==> src/shared/codec_regs.vh <==
`ifndef CODEC_ADC_TIMER_COEF_REGS_VH
`define CODEC_ADC_TIMER_COEF_REGS_VH

// ----------------------------------------
// Pages and register offsets
// ----------------------------------------
`define PAGE_SEL_OFS        8'h00
`define PAGE_ROUTING        8'h01
`define PAGE_TIMER          8'h03
`define PAGE_COEF           8'h04
`define POS_ROUTING_OFS     8'h30
`define NEG_ROUTING_OFS     8'h31
`define CM_SETTINGS_OFS     8'h32
`define TIMER_CLK_OFS       8'h10
`define COEF_FIRST_OFS      8'h02

// ----------------------------------------
// Field positions
// ----------------------------------------
`define FIRST_POS_HI        7
`define FIRST_POS_LO        6
`define SECOND_POS_HI       5
`define SECOND_POS_LO       4
`define FIRST_NEG_POS_HI    3
`define FIRST_NEG_POS_LO    2
`define CM_NODE_HI          7
`define CM_NODE_LO          6
`define FIRST_NEG_HI        5
`define FIRST_NEG_LO        4
`define TIE_FIRST_POS_BIT   7
`define TIE_SECOND_POS_BIT  6
`define TIE_FIRST_NEG_BIT   5
`define GAIN_APPLIED_BIT    0
`define TIMER_SRC_BIT       7
`define TIMER_DIV_HI        6
`define TIMER_DIV_LO        0

// ----------------------------------------
// Reset values and encodings
// ----------------------------------------
`define BYTE_ZERO           8'h00
`define ROUTE_OFF           2'h0
`define POS_ROUTING_RST     8'h00
`define NEG_ROUTING_RST     8'h00
`define CM_SETTINGS_RST     8'h00
`define TIMER_CLK_RST       8'h81
`define POS_WRITE_MASK      8'hFC
`define NEG_WRITE_MASK      8'hF0
`define CM_WRITE_MASK       8'hE0
`define DIV_ZERO_CODE       7'h00
`define DIV_FULL_COUNT      8'h80
`define COEF_UNITY          16'h7FFF
`define COEF_AVG_NUM        16'h0117
`define COEF_AVG_DEN        16'h7DD3
`define COEF_ZERO           16'h0000

// ----------------------------------------
// Timing
// ----------------------------------------
`define DEFAULTS_VALID_NS   100000
`define CLK_PERIOD_NS       20

`endif

==> src/logic/codec_adc_input_timer_coef_regs.v <==
// Notes on behaviour
// - Positive routing: three 2-bit off/10k/20k/40k fields
// - Negative routing: common-mode node and first negative
// - Tie unused inputs to common mode when set
// - Status bit 0 shows all gains applied
// - Timer and coefficient defaults valid after 100 us
// - Register 0 selects page, resets to zero
// - Timer clock source bit, resets to external
// - Divider 1..127, zero means 128, reset one
// - Reference clock only times delay, not conversions
// - Coefficient pair is 16-bit two's complement
// - Biquad lead numerator resets to 7FFF, pairs 14/15
`timescale 1ns/1ps
`include "codec_regs.vh"

module codec_adc_input_timer_coef_regs #(
	parameter NUM_COEFS    = 22,  // Pairs from register 2 upward
	parameter VALID_CYCLES = (`DEFAULTS_VALID_NS + `CLK_PERIOD_NS - 1) / `CLK_PERIOD_NS
) (
	core_clk,
	rst_b,
	reg_wr,
	reg_rd,
	reg_addr,
	reg_wdata,
	reg_rdata,
	gain_applied_in,
	bypass_first_pos,
	bypass_second_pos,
	ref_clk_in,
	osc_clk_in,
	page_sel,
	route_first_pos,
	route_second_pos,
	route_first_neg_p,
	route_cm_node,
	route_first_neg,
	tie_first_pos,
	tie_second_pos,
	tie_first_neg,
	timer_src_ext,
	delay_tick,
	defaults_valid,
	coefs
);
	input  wire                  core_clk;          // Device clock, 50 MHz
	input  wire                  rst_b;             // Synchronous reset, low
	input  wire                  reg_wr;            // Control-bus byte write
	input  wire                  reg_rd;            // Control-bus byte read
	input  wire [7:0]            reg_addr;          // Register within page
	input  wire [7:0]            reg_wdata;         // Write byte
	output reg  [7:0]            reg_rdata;         // Read byte, next cycle
	input  wire                  gain_applied_in;   // Analog: gains settled
	input  wire                  bypass_first_pos;  // Analog bypass uses input
	input  wire                  bypass_second_pos; // Analog bypass uses input
	input  wire                  ref_clk_in;        // External reference clock
	input  wire                  osc_clk_in;        // Internal oscillator
	output wire [7:0]            page_sel;          // Selected page
	output wire [1:0]            route_first_pos;   // Feed resistance code
	output wire [1:0]            route_second_pos;  // Feed resistance code
	output wire [1:0]            route_first_neg_p; // Feed resistance code
	output wire [1:0]            route_cm_node;     // Feed resistance code
	output wire [1:0]            route_first_neg;   // Feed resistance code
	output reg                   tie_first_pos;     // Tie to common mode
	output reg                   tie_second_pos;    // Tie to common mode
	output reg                   tie_first_neg;     // Tie to common mode
	output wire                  timer_src_ext;     // 1: reference clock
	output reg                   delay_tick;        // 1 MHz delay-timer tick
	output wire                  defaults_valid;    // Timer/coef pages settled
	output wire [NUM_COEFS*16-1:0] coefs;           // Applied coefficients

	// ----------------------------------------
	// Reset values of the coefficient map
	// ----------------------------------------
	function [15:0] coef_default;
		input integer idx;
		begin
			if (idx == 0 || idx == 1) begin
				coef_default = `COEF_AVG_NUM;
			end else if (idx == 2) begin
				coef_default = `COEF_AVG_DEN;
			end else if (idx == 3) begin
				coef_default = `COEF_UNITY;
			end else if (idx >= 6 && ((idx - 6) % 5) == 0) begin
				coef_default = `COEF_UNITY;
			end else begin
				coef_default = `COEF_ZERO;
			end
		end
	endfunction

	// ----------------------------------------
	// Registers
	// ----------------------------------------
	reg [7:0]  page_reg;          // Page selector
	reg [7:0]  pos_route_reg;     // Positive-terminal routing
	reg [7:0]  neg_route_reg;     // Negative-terminal routing
	reg [7:0]  cm_set_reg;        // Common-mode tie-off bits
	reg [7:0]  timer_clk_reg;     // Timer source and divider
	reg [12:0] valid_cnt_reg;     // Time since reset
	reg        valid_reg;         // Defaults settled
	reg [2:0]  gain_sync_reg;     // Synchroniser, then history
	reg [2:0]  ref_sync_reg;      // Synchroniser plus edge stage
	reg [2:0]  osc_sync_reg;      // Synchroniser plus edge stage
	reg [7:0]  div_cnt_reg;       // Source edges since last tick
	reg [7:0]  rdata_next;        // Read mux

	wire wr_page1 = reg_wr && (page_reg == `PAGE_ROUTING);
	wire wr_page3 = reg_wr && (page_reg == `PAGE_TIMER);
	wire wr_page4 = reg_wr && (page_reg == `PAGE_COEF);

	// ----------------------------------------
	// Page selector and page-one/page-three registers
	// ----------------------------------------
	// Reserved bits are masked off so they always read zero,
	// whatever the host sends there
	always @(posedge core_clk) begin
		if (!rst_b) begin
			page_reg      <= `BYTE_ZERO;
			pos_route_reg <= `POS_ROUTING_RST;
			neg_route_reg <= `NEG_ROUTING_RST;
			cm_set_reg    <= `CM_SETTINGS_RST;
			timer_clk_reg <= `TIMER_CLK_RST;
		end else if (reg_wr) begin
			// Selector answers at offset 0 on every page
			if (reg_addr == `PAGE_SEL_OFS) begin
				page_reg <= reg_wdata;
			end
			if (wr_page1 && reg_addr == `POS_ROUTING_OFS) begin
				pos_route_reg <= reg_wdata & `POS_WRITE_MASK;
			end
			if (wr_page1 && reg_addr == `NEG_ROUTING_OFS) begin
				neg_route_reg <= reg_wdata & `NEG_WRITE_MASK;
			end
			if (wr_page1 && reg_addr == `CM_SETTINGS_OFS) begin
				// Status bit is read-only; write mask drops it
				cm_set_reg <= reg_wdata & `CM_WRITE_MASK;
			end
			// Other timer-page offsets are ignored outright
			if (wr_page3 && reg_addr == `TIMER_CLK_OFS) begin
				timer_clk_reg <= reg_wdata;
			end
		end
	end

	// ----------------------------------------
	// Routing field outputs
	// ----------------------------------------
	assign page_sel          = page_reg;
	assign route_first_pos   = pos_route_reg[`FIRST_POS_HI:`FIRST_POS_LO];
	assign route_second_pos  = pos_route_reg[`SECOND_POS_HI:`SECOND_POS_LO];
	assign route_first_neg_p = pos_route_reg[`FIRST_NEG_POS_HI:`FIRST_NEG_POS_LO];
	assign route_cm_node     = neg_route_reg[`CM_NODE_HI:`CM_NODE_LO];
	assign route_first_neg   = neg_route_reg[`FIRST_NEG_HI:`FIRST_NEG_LO];

	// ----------------------------------------
	// Common-mode tie-off, only for idle inputs
	// ----------------------------------------
	// Registered so the analog switch never sees decode glitches;
	// bypass levels are held static by the analog side
	always @(posedge core_clk) begin
		if (!rst_b) begin
			tie_first_pos  <= 1'b0;
			tie_second_pos <= 1'b0;
			tie_first_neg  <= 1'b0;
		end else begin
			// Positive inputs also count as used by bypass
			tie_first_pos  <= cm_set_reg[`TIE_FIRST_POS_BIT] &&
				route_first_pos == `ROUTE_OFF && !bypass_first_pos;
			tie_second_pos <= cm_set_reg[`TIE_SECOND_POS_BIT] &&
				route_second_pos == `ROUTE_OFF && !bypass_second_pos;
			// Negative input is used if either terminal routes it
			tie_first_neg  <= cm_set_reg[`TIE_FIRST_NEG_BIT] &&
				route_first_neg_p == `ROUTE_OFF &&
				route_first_neg == `ROUTE_OFF;
		end
	end

	// ----------------------------------------
	// Input synchronisers
	// ----------------------------------------
	// Stage 0 feeds only stage 1; logic reads stage 1 and beyond
	always @(posedge core_clk) begin
		if (!rst_b) begin
			gain_sync_reg <= 3'h0;
			ref_sync_reg  <= 3'h0;
			osc_sync_reg  <= 3'h0;
		end else begin
			gain_sync_reg <= {gain_sync_reg[1:0], gain_applied_in};
			ref_sync_reg  <= {ref_sync_reg[1:0], ref_clk_in};
			osc_sync_reg  <= {osc_sync_reg[1:0], osc_clk_in};
		end
	end

	// ----------------------------------------
	// Delay-timer tick divider
	// ----------------------------------------
	// Source clocks are sampled, so each must stay under a quarter
	// of the core clock; the tick only paces the delay timer and
	// never reaches conversion timing
	wire       ref_edge = ref_sync_reg[1] & ~ref_sync_reg[2];
	wire       osc_edge = osc_sync_reg[1] & ~osc_sync_reg[2];
	wire       src_edge = timer_src_ext ? ref_edge : osc_edge;
	wire [6:0] div_code = timer_clk_reg[`TIMER_DIV_HI:`TIMER_DIV_LO];
	wire [7:0] div_lim  = (div_code == `DIV_ZERO_CODE) ?
		`DIV_FULL_COUNT : {1'b0, div_code};

	assign timer_src_ext = timer_clk_reg[`TIMER_SRC_BIT];

	// Count source edges; tick on the edge that completes a period
	always @(posedge core_clk) begin
		if (!rst_b) begin
			div_cnt_reg <= `BYTE_ZERO;
			delay_tick  <= 1'b0;
		end else begin
			delay_tick <= 1'b0;
			if (src_edge) begin
				if (div_cnt_reg + 8'h01 >= div_lim) begin
					div_cnt_reg <= `BYTE_ZERO;
					delay_tick  <= 1'b1;
				end else begin
					div_cnt_reg <= div_cnt_reg + 8'h01;
				end
			end
		end
	end

	// ----------------------------------------
	// Settling time after reset
	// ----------------------------------------
	always @(posedge core_clk) begin
		if (!rst_b) begin
			valid_cnt_reg <= 13'h0000;
			valid_reg     <= 1'b0;
		end else if (!valid_reg) begin
			if (valid_cnt_reg == VALID_CYCLES[12:0] - 13'h0001) begin
				valid_reg <= 1'b1;
			end
			valid_cnt_reg <= valid_cnt_reg + 13'h0001;
		end
	end

	assign defaults_valid = valid_reg;

	// ----------------------------------------
	// Coefficient pairs
	// ----------------------------------------
	wire [NUM_COEFS*8-1:0] hi_bytes; // Readback, upper bytes
	wire [NUM_COEFS*8-1:0] lo_bytes; // Readback, lower bytes

	genvar gi;
	generate
		for (gi = 0; gi < NUM_COEFS; gi = gi + 1) begin : g_coef
			// Offsets of this pair on the coefficient page; the sum is
			// integer wide, so it is cut to the address width on purpose
			wire [31:0] hi_sum = `COEF_FIRST_OFS + gi * 2;
			wire [7:0]  hi_ofs = hi_sum[7:0];
			wire [7:0]  lo_ofs = hi_ofs + 8'h01;
			coef_pair #(
				.RESET_VAL (coef_default(gi))
			) u_pair (
				.core_clk (core_clk),
				.rst_b    (rst_b),
				.wr_hi    (wr_page4 && reg_addr == hi_ofs),
				.wr_lo    (wr_page4 && reg_addr == lo_ofs),
				.wr_data  (reg_wdata),
				.hi_byte  (hi_bytes[gi*8 +: 8]),
				.lo_byte  (lo_bytes[gi*8 +: 8]),
				.coef     (coefs[gi*16 +: 16])
			);
		end
	endgenerate

	// ----------------------------------------
	// Read mux
	// ----------------------------------------
	// Unused and reserved offsets read zero; timer and coefficient
	// pages read zero, except the selector at offset 0, until their defaults have settled
	integer k;
	always @* begin
		rdata_next = `BYTE_ZERO;
		if (reg_addr == `PAGE_SEL_OFS) begin
			rdata_next = page_reg;
		end else if (page_reg == `PAGE_ROUTING) begin
			case (reg_addr)
				`POS_ROUTING_OFS: rdata_next = pos_route_reg;
				`NEG_ROUTING_OFS: rdata_next = neg_route_reg;
				`CM_SETTINGS_OFS: begin
					rdata_next = cm_set_reg;
					rdata_next[`GAIN_APPLIED_BIT] = gain_sync_reg[1];
				end
				default: rdata_next = `BYTE_ZERO;
			endcase
		end else if (page_reg == `PAGE_TIMER && valid_reg) begin
			if (reg_addr == `TIMER_CLK_OFS) begin
				rdata_next = timer_clk_reg;
			end
		end else if (page_reg == `PAGE_COEF && valid_reg) begin
			for (k = 0; k < NUM_COEFS; k = k + 1) begin
				if (reg_addr == `COEF_FIRST_OFS + k * 2) begin
					rdata_next = hi_bytes[k*8 +: 8];
				end
				if (reg_addr == `COEF_FIRST_OFS + k * 2 + 1) begin
					rdata_next = lo_bytes[k*8 +: 8];
				end
			end
		end
	end

	// Read data registered, valid the cycle after the strobe
	always @(posedge core_clk) begin
		if (!rst_b) begin
			reg_rdata <= `BYTE_ZERO;
		end else if (reg_rd) begin
			reg_rdata <= rdata_next;
		end
	end

endmodule

==> src/logic/coef_pair.v <==
`timescale 1ns/1ps

// ----------------------------------------
// One coefficient: upper byte staged until lower byte lands
// ----------------------------------------
module coef_pair #(
	parameter [15:0] RESET_VAL = 16'h0000
) (
	core_clk,
	rst_b,
	wr_hi,
	wr_lo,
	wr_data,
	hi_byte,
	lo_byte,
	coef
);
	input  wire        core_clk;  // Device clock
	input  wire        rst_b;     // Synchronous reset, low
	input  wire        wr_hi;     // Upper byte write strobe
	input  wire        wr_lo;     // Lower byte write strobe
	input  wire [7:0]  wr_data;   // Write byte
	output wire [7:0]  hi_byte;   // Readback upper byte
	output wire [7:0]  lo_byte;   // Readback lower byte
	output wire [15:0] coef;      // Value seen by the filter

	reg [7:0]  hi_stage_reg;      // Upper byte waiting for its partner
	reg [15:0] coef_reg;          // Applied two's-complement value

	// Stage upper byte; commit pair on lower-byte write
	always @(posedge core_clk) begin
		if (!rst_b) begin
			hi_stage_reg <= RESET_VAL[15:8];
			coef_reg     <= RESET_VAL;
		end else begin
			if (wr_hi) begin
				hi_stage_reg <= wr_data;
			end
			if (wr_lo) begin
				// Whole word swaps at once, never half old, half new
				coef_reg <= {hi_stage_reg, wr_data};
			end
		end
	end

	assign hi_byte = hi_stage_reg;
	assign lo_byte = coef_reg[7:0];
	assign coef    = coef_reg;

endmodule

==> config.mk <==
export PLATFORM = sky130hd
export DESIGN_NAME = codec_adc_input_timer_coef_regs
export DESIGN_NICKNAME = d
export VERILOG_FILES = /design/src/logic/codec_adc_input_timer_coef_regs.v /design/src/logic/coef_pair.v
export VERILOG_INCLUDE_DIRS = /design/src /design/src/shared
export SDC_FILE = /design/constraint.sdc
export NUM_CORES = 2
export LEC_CHECK = 0
export BUFFER_PORTS_ARGS = -buffer_cell sky130_fd_sc_hd__buf_4
export CAP_MARGIN = 5
export CORE_MARGIN = 2
export CORE_UTILIZATION = 25
export DETAILED_ROUTE_END_ITERATION = 10
export SLEW_MARGIN = 20
export SYNTH_ARGS = -nofsm -noshare
export SYNTH_HDL_FRONTEND = slang
export SYNTH_SLANG_ARGS = --single-unit
export TNS_END_PERCENT = 20
==> constraint.sdc <==
create_clock -name core_clk -period 4.2 [get_ports core_clk]
set_input_delay 0.63 -clock core_clk [delete_from_list [all_inputs] [get_ports core_clk]]
set_output_delay 0.63 -clock core_clk [all_outputs]
set_load 0.02 [all_outputs]
==> run metrics <==
status complete, no violations; detailed-route via count 27573; Internal Power 0.009553 W; sequential area share after synthesis 0.4559; Fin Hold WS 0.1680 ns; post-CTS sizing 0; Clk pin slew, worst setup/hold paths 0.06 ns; Post-CTS Hold Buffers 0; Net Sw Frac 0.2492; Max Slew Vio Count 0; Detail Placement HPWL 96630 um; GRT Total Usage 0.2361; FF+latch count, synth 599; post-synthesis simple-gate area fraction 0.2696; FMAX 311.9 MHz; Critical-path top delay cell nand3_1; DRC 0; type of the worst setup path flip-flop to flip-flop; Layout Utilization 0.3177; Yosys Warn Count 0; Rel. slew slack 0.2029; global route overflow 0; Critical Path RT 4.66 ns; largest net degree at the start of global routing 225; Compound-Gate Fraction of Synth Area 0.1765; dominant synthesized flop cell dfxtp_1; Setup TNS Final 0 ns; Routed WL per cell 26.11 um; clock share of power 0.498; Setup violations, final 0; Post-synth EDFFs 0; Root Driver clkbuf_16; P&R area growth vs syn 25.54%; CTS Buf Count 70; CP peak stage delay 0.60 ns; fin nets 3682; Synth async-reset ratio 0; Post-CTS Setup Repair Bufs 0; initial drt markers 4043; unrepaired setup endpoints after global routing no; Post-Syn Area 0.02630 mm^2; CP max FO 37; Worst Tran Pin Value 1.196 ns; Vias/cell 5.427; Hold Crit Class primary input to flip-flop; worst clock skew 0.03803 ns; # rows 118; Routed Antenna Nets 0; TritonCTS clock tree done; share of power burned in registers 0.448; initial antenna violation count 5; CORE AREA 0.1039 mm^2; post-synthesis adder-cell area fraction 0.004757; static leakage 12.55 nW; Yosys cell types 87; final WL 132700 um; Net Count, Synth 3419; crit share post-route 0.7635; cell area after placement 0.03062 mm^2; Starting Density 0.2530; die height 328.4 um; Buf/Inv on CP 1; final hold violation count 0; crit path cell chain nor4_2, nor4b_4, and2_1, buf_4, nand3_1, nand2_1, a21oi_1; combinational family with the most area after synthesis simple AND/OR/NAND/NOR gates; crit start category flip-flop; PwrDens 385.4 mW/mm^2; combinational power share 0.054; I/O Pins 409; H-Tree Depth 3; Die W 328.4 um; crit path time final 3.207 ns; design area 0.03302 mm^2; GPL Wtd Cong 0.9807; Post-Synth XOR/XNOR Area 0.005994; Initial DRT Pass Iterations 6; Place WS 0.5547 ns; first-pass GRT wire length 188000 um; layout cells sized above 1 0.1814; Critical Path AT 3.67 ns; Syn Area/Cell 7.772 um^2; CTS max path bufs 3; Port Buffer Count 408; Clock Sinks 599; maxcap violations 0; Psw 0.003171 W; max FFs per register 352; Die ar. 0.1078 mm^2; crit end category flip-flop; worst skew pair latency 0.65 ns; Crit path max-delay family simple AND/OR/NAND/NOR gates; Final WS setup 0.9933 ns; Cells after Synth 3384; peak supply drop 270.6 uV; post-synthesis mux area share 0.03416; vias in the first global route 25397
==> power by group through the flow <==
stage	logic (W)	registers (W)	clock network, W
2_1_floorplan	0.000381	0.00582	0
3_3_place_gp	0.000659	0.00582	0
3_5_place_dp	0.000658	0.00582	0
4_1_cts	0.000660	0.00570	0.00641
5_1_grt	0.000700	0.00570	0.00667
6_report	0.000684	0.00570	0.00634
==> worst reg2reg max path: cells and delay by family (launching register included) <==
family          cells  cell delay [ns]
compound gates      1             0.08
buf+inv             1             0.47
flops               1             0.39
simple gates        5             2.09
==> synth_stat cells (all sizes together), types with 18 or more instances <==
| library cell | number | share of area |
|---|---|---|
| nand2 | 831 | 0.12 |
| dfxtp | 599 | 0.46 |
| nand3 | 491 | 0.094 |
| a21oi | 469 | 0.089 |
| clkbuf | 174 | 0.025 |
| buf | 129 | 0.026 |
| nor2 | 102 | 0.015 |
| o21ai | 88 | 0.017 |
| mux2i | 65 | 0.025 |
| nor3 | 26 | 0.0061 |
| o22ai | 25 | 0.0059 |
| a221oi | 24 | 0.0080 |
| and3 | 21 | 0.0050 |
| inv | 18 | 0.0026 |
==> layout make-up <==
type	count	area, um^2
antenna	1	2.502
multi-input combinational	2464	13020
clock inverter	25	344.1
fill	11095	70920
timing repair buffer	494	3809
inverter	18	75.07
sequential	599	11990
clock buffer	100	2054
tap	1380	1727
==> metrics by stage <==
stage / instances / power (W)
global placement: 4955 / 0.006482
floorplan: 3384 / 0.006203
CTS: 5080 / 0.01276
finish: 5081 / 0.01272
global route: 5081 / 0.01307
detailed placement: 4955 / 0.006481
==> layout by cell type (no fill, tap or decap), drive strengths merged, types with 6 or more instances in the layout <==
master and count:
clkbuf 100, a221oi 24, nand2b 14, dfxtp 599, a32o 11, nor2 102
and2 14, a22oi 14, xor2 8, ha 10, o22ai 25, a21oi 469
a21o 6, mux2i 65, clkinv 11, a31oi 9, a211oi 10, nor4b 6
nor3 26, o2bb2ai 11, xnor2 10, nand3 491, mux2 12, a22o 10
o21ai 88, o221ai 12, nor4 12, o211ai 9, a221o 8, nand2 831
and3 21, buf 494, inv 26, or2 6, nor2b 13, o31ai 8
==> layer usage <==
layer,track usage,part of all wire,vias up
met5,0,0.00018,-
met4,0.08785,0.039,4
met3,0.08141,0.12,243
met2,0.3635,0.44,1639
met1,0.3035,0.40,13294
li1,-,-,12393
==> worst paths after layout <==
check / start / to / slack, ns / cells after the start
worst min-delay path: bypass_second_pos / tie_second_pos$_SDFF_PN0_ / 0.17 / 2
worst max register to register: page_sel[3]$_SDFFE_PN0P_ / g_coef[15].u_pair.coef[11]$_SDFFE_PN0P_ / 0.99 / 7
worst min register to register: ref_sync_reg[0]$_SDFF_PN0_ / ref_sync_reg[1]$_SDFF_PN0_ / 0.44 / 1
worst max-delay path: page_sel[3]$_SDFFE_PN0P_ / g_coef[15].u_pair.coef[11]$_SDFFE_PN0P_ / 0.99 / 7
==> cells by family (layout without fill, tap and decap cells) <==
| family | Yosys count | after routing |
|---|---|---|
| flops | 599 | 599 |
| buf+inv | 321 | 637 |
| xor+xnor | 18 | 18 |
| simple gates | 1573 | 1573 |
| fa+ha+maj | 10 | 10 |
| mux | 82 | 82 |
| compound gates | 781 | 781 |
| other cells | 0 | 1 |
No activity file was read; power rests on OpenSTA's default activity.
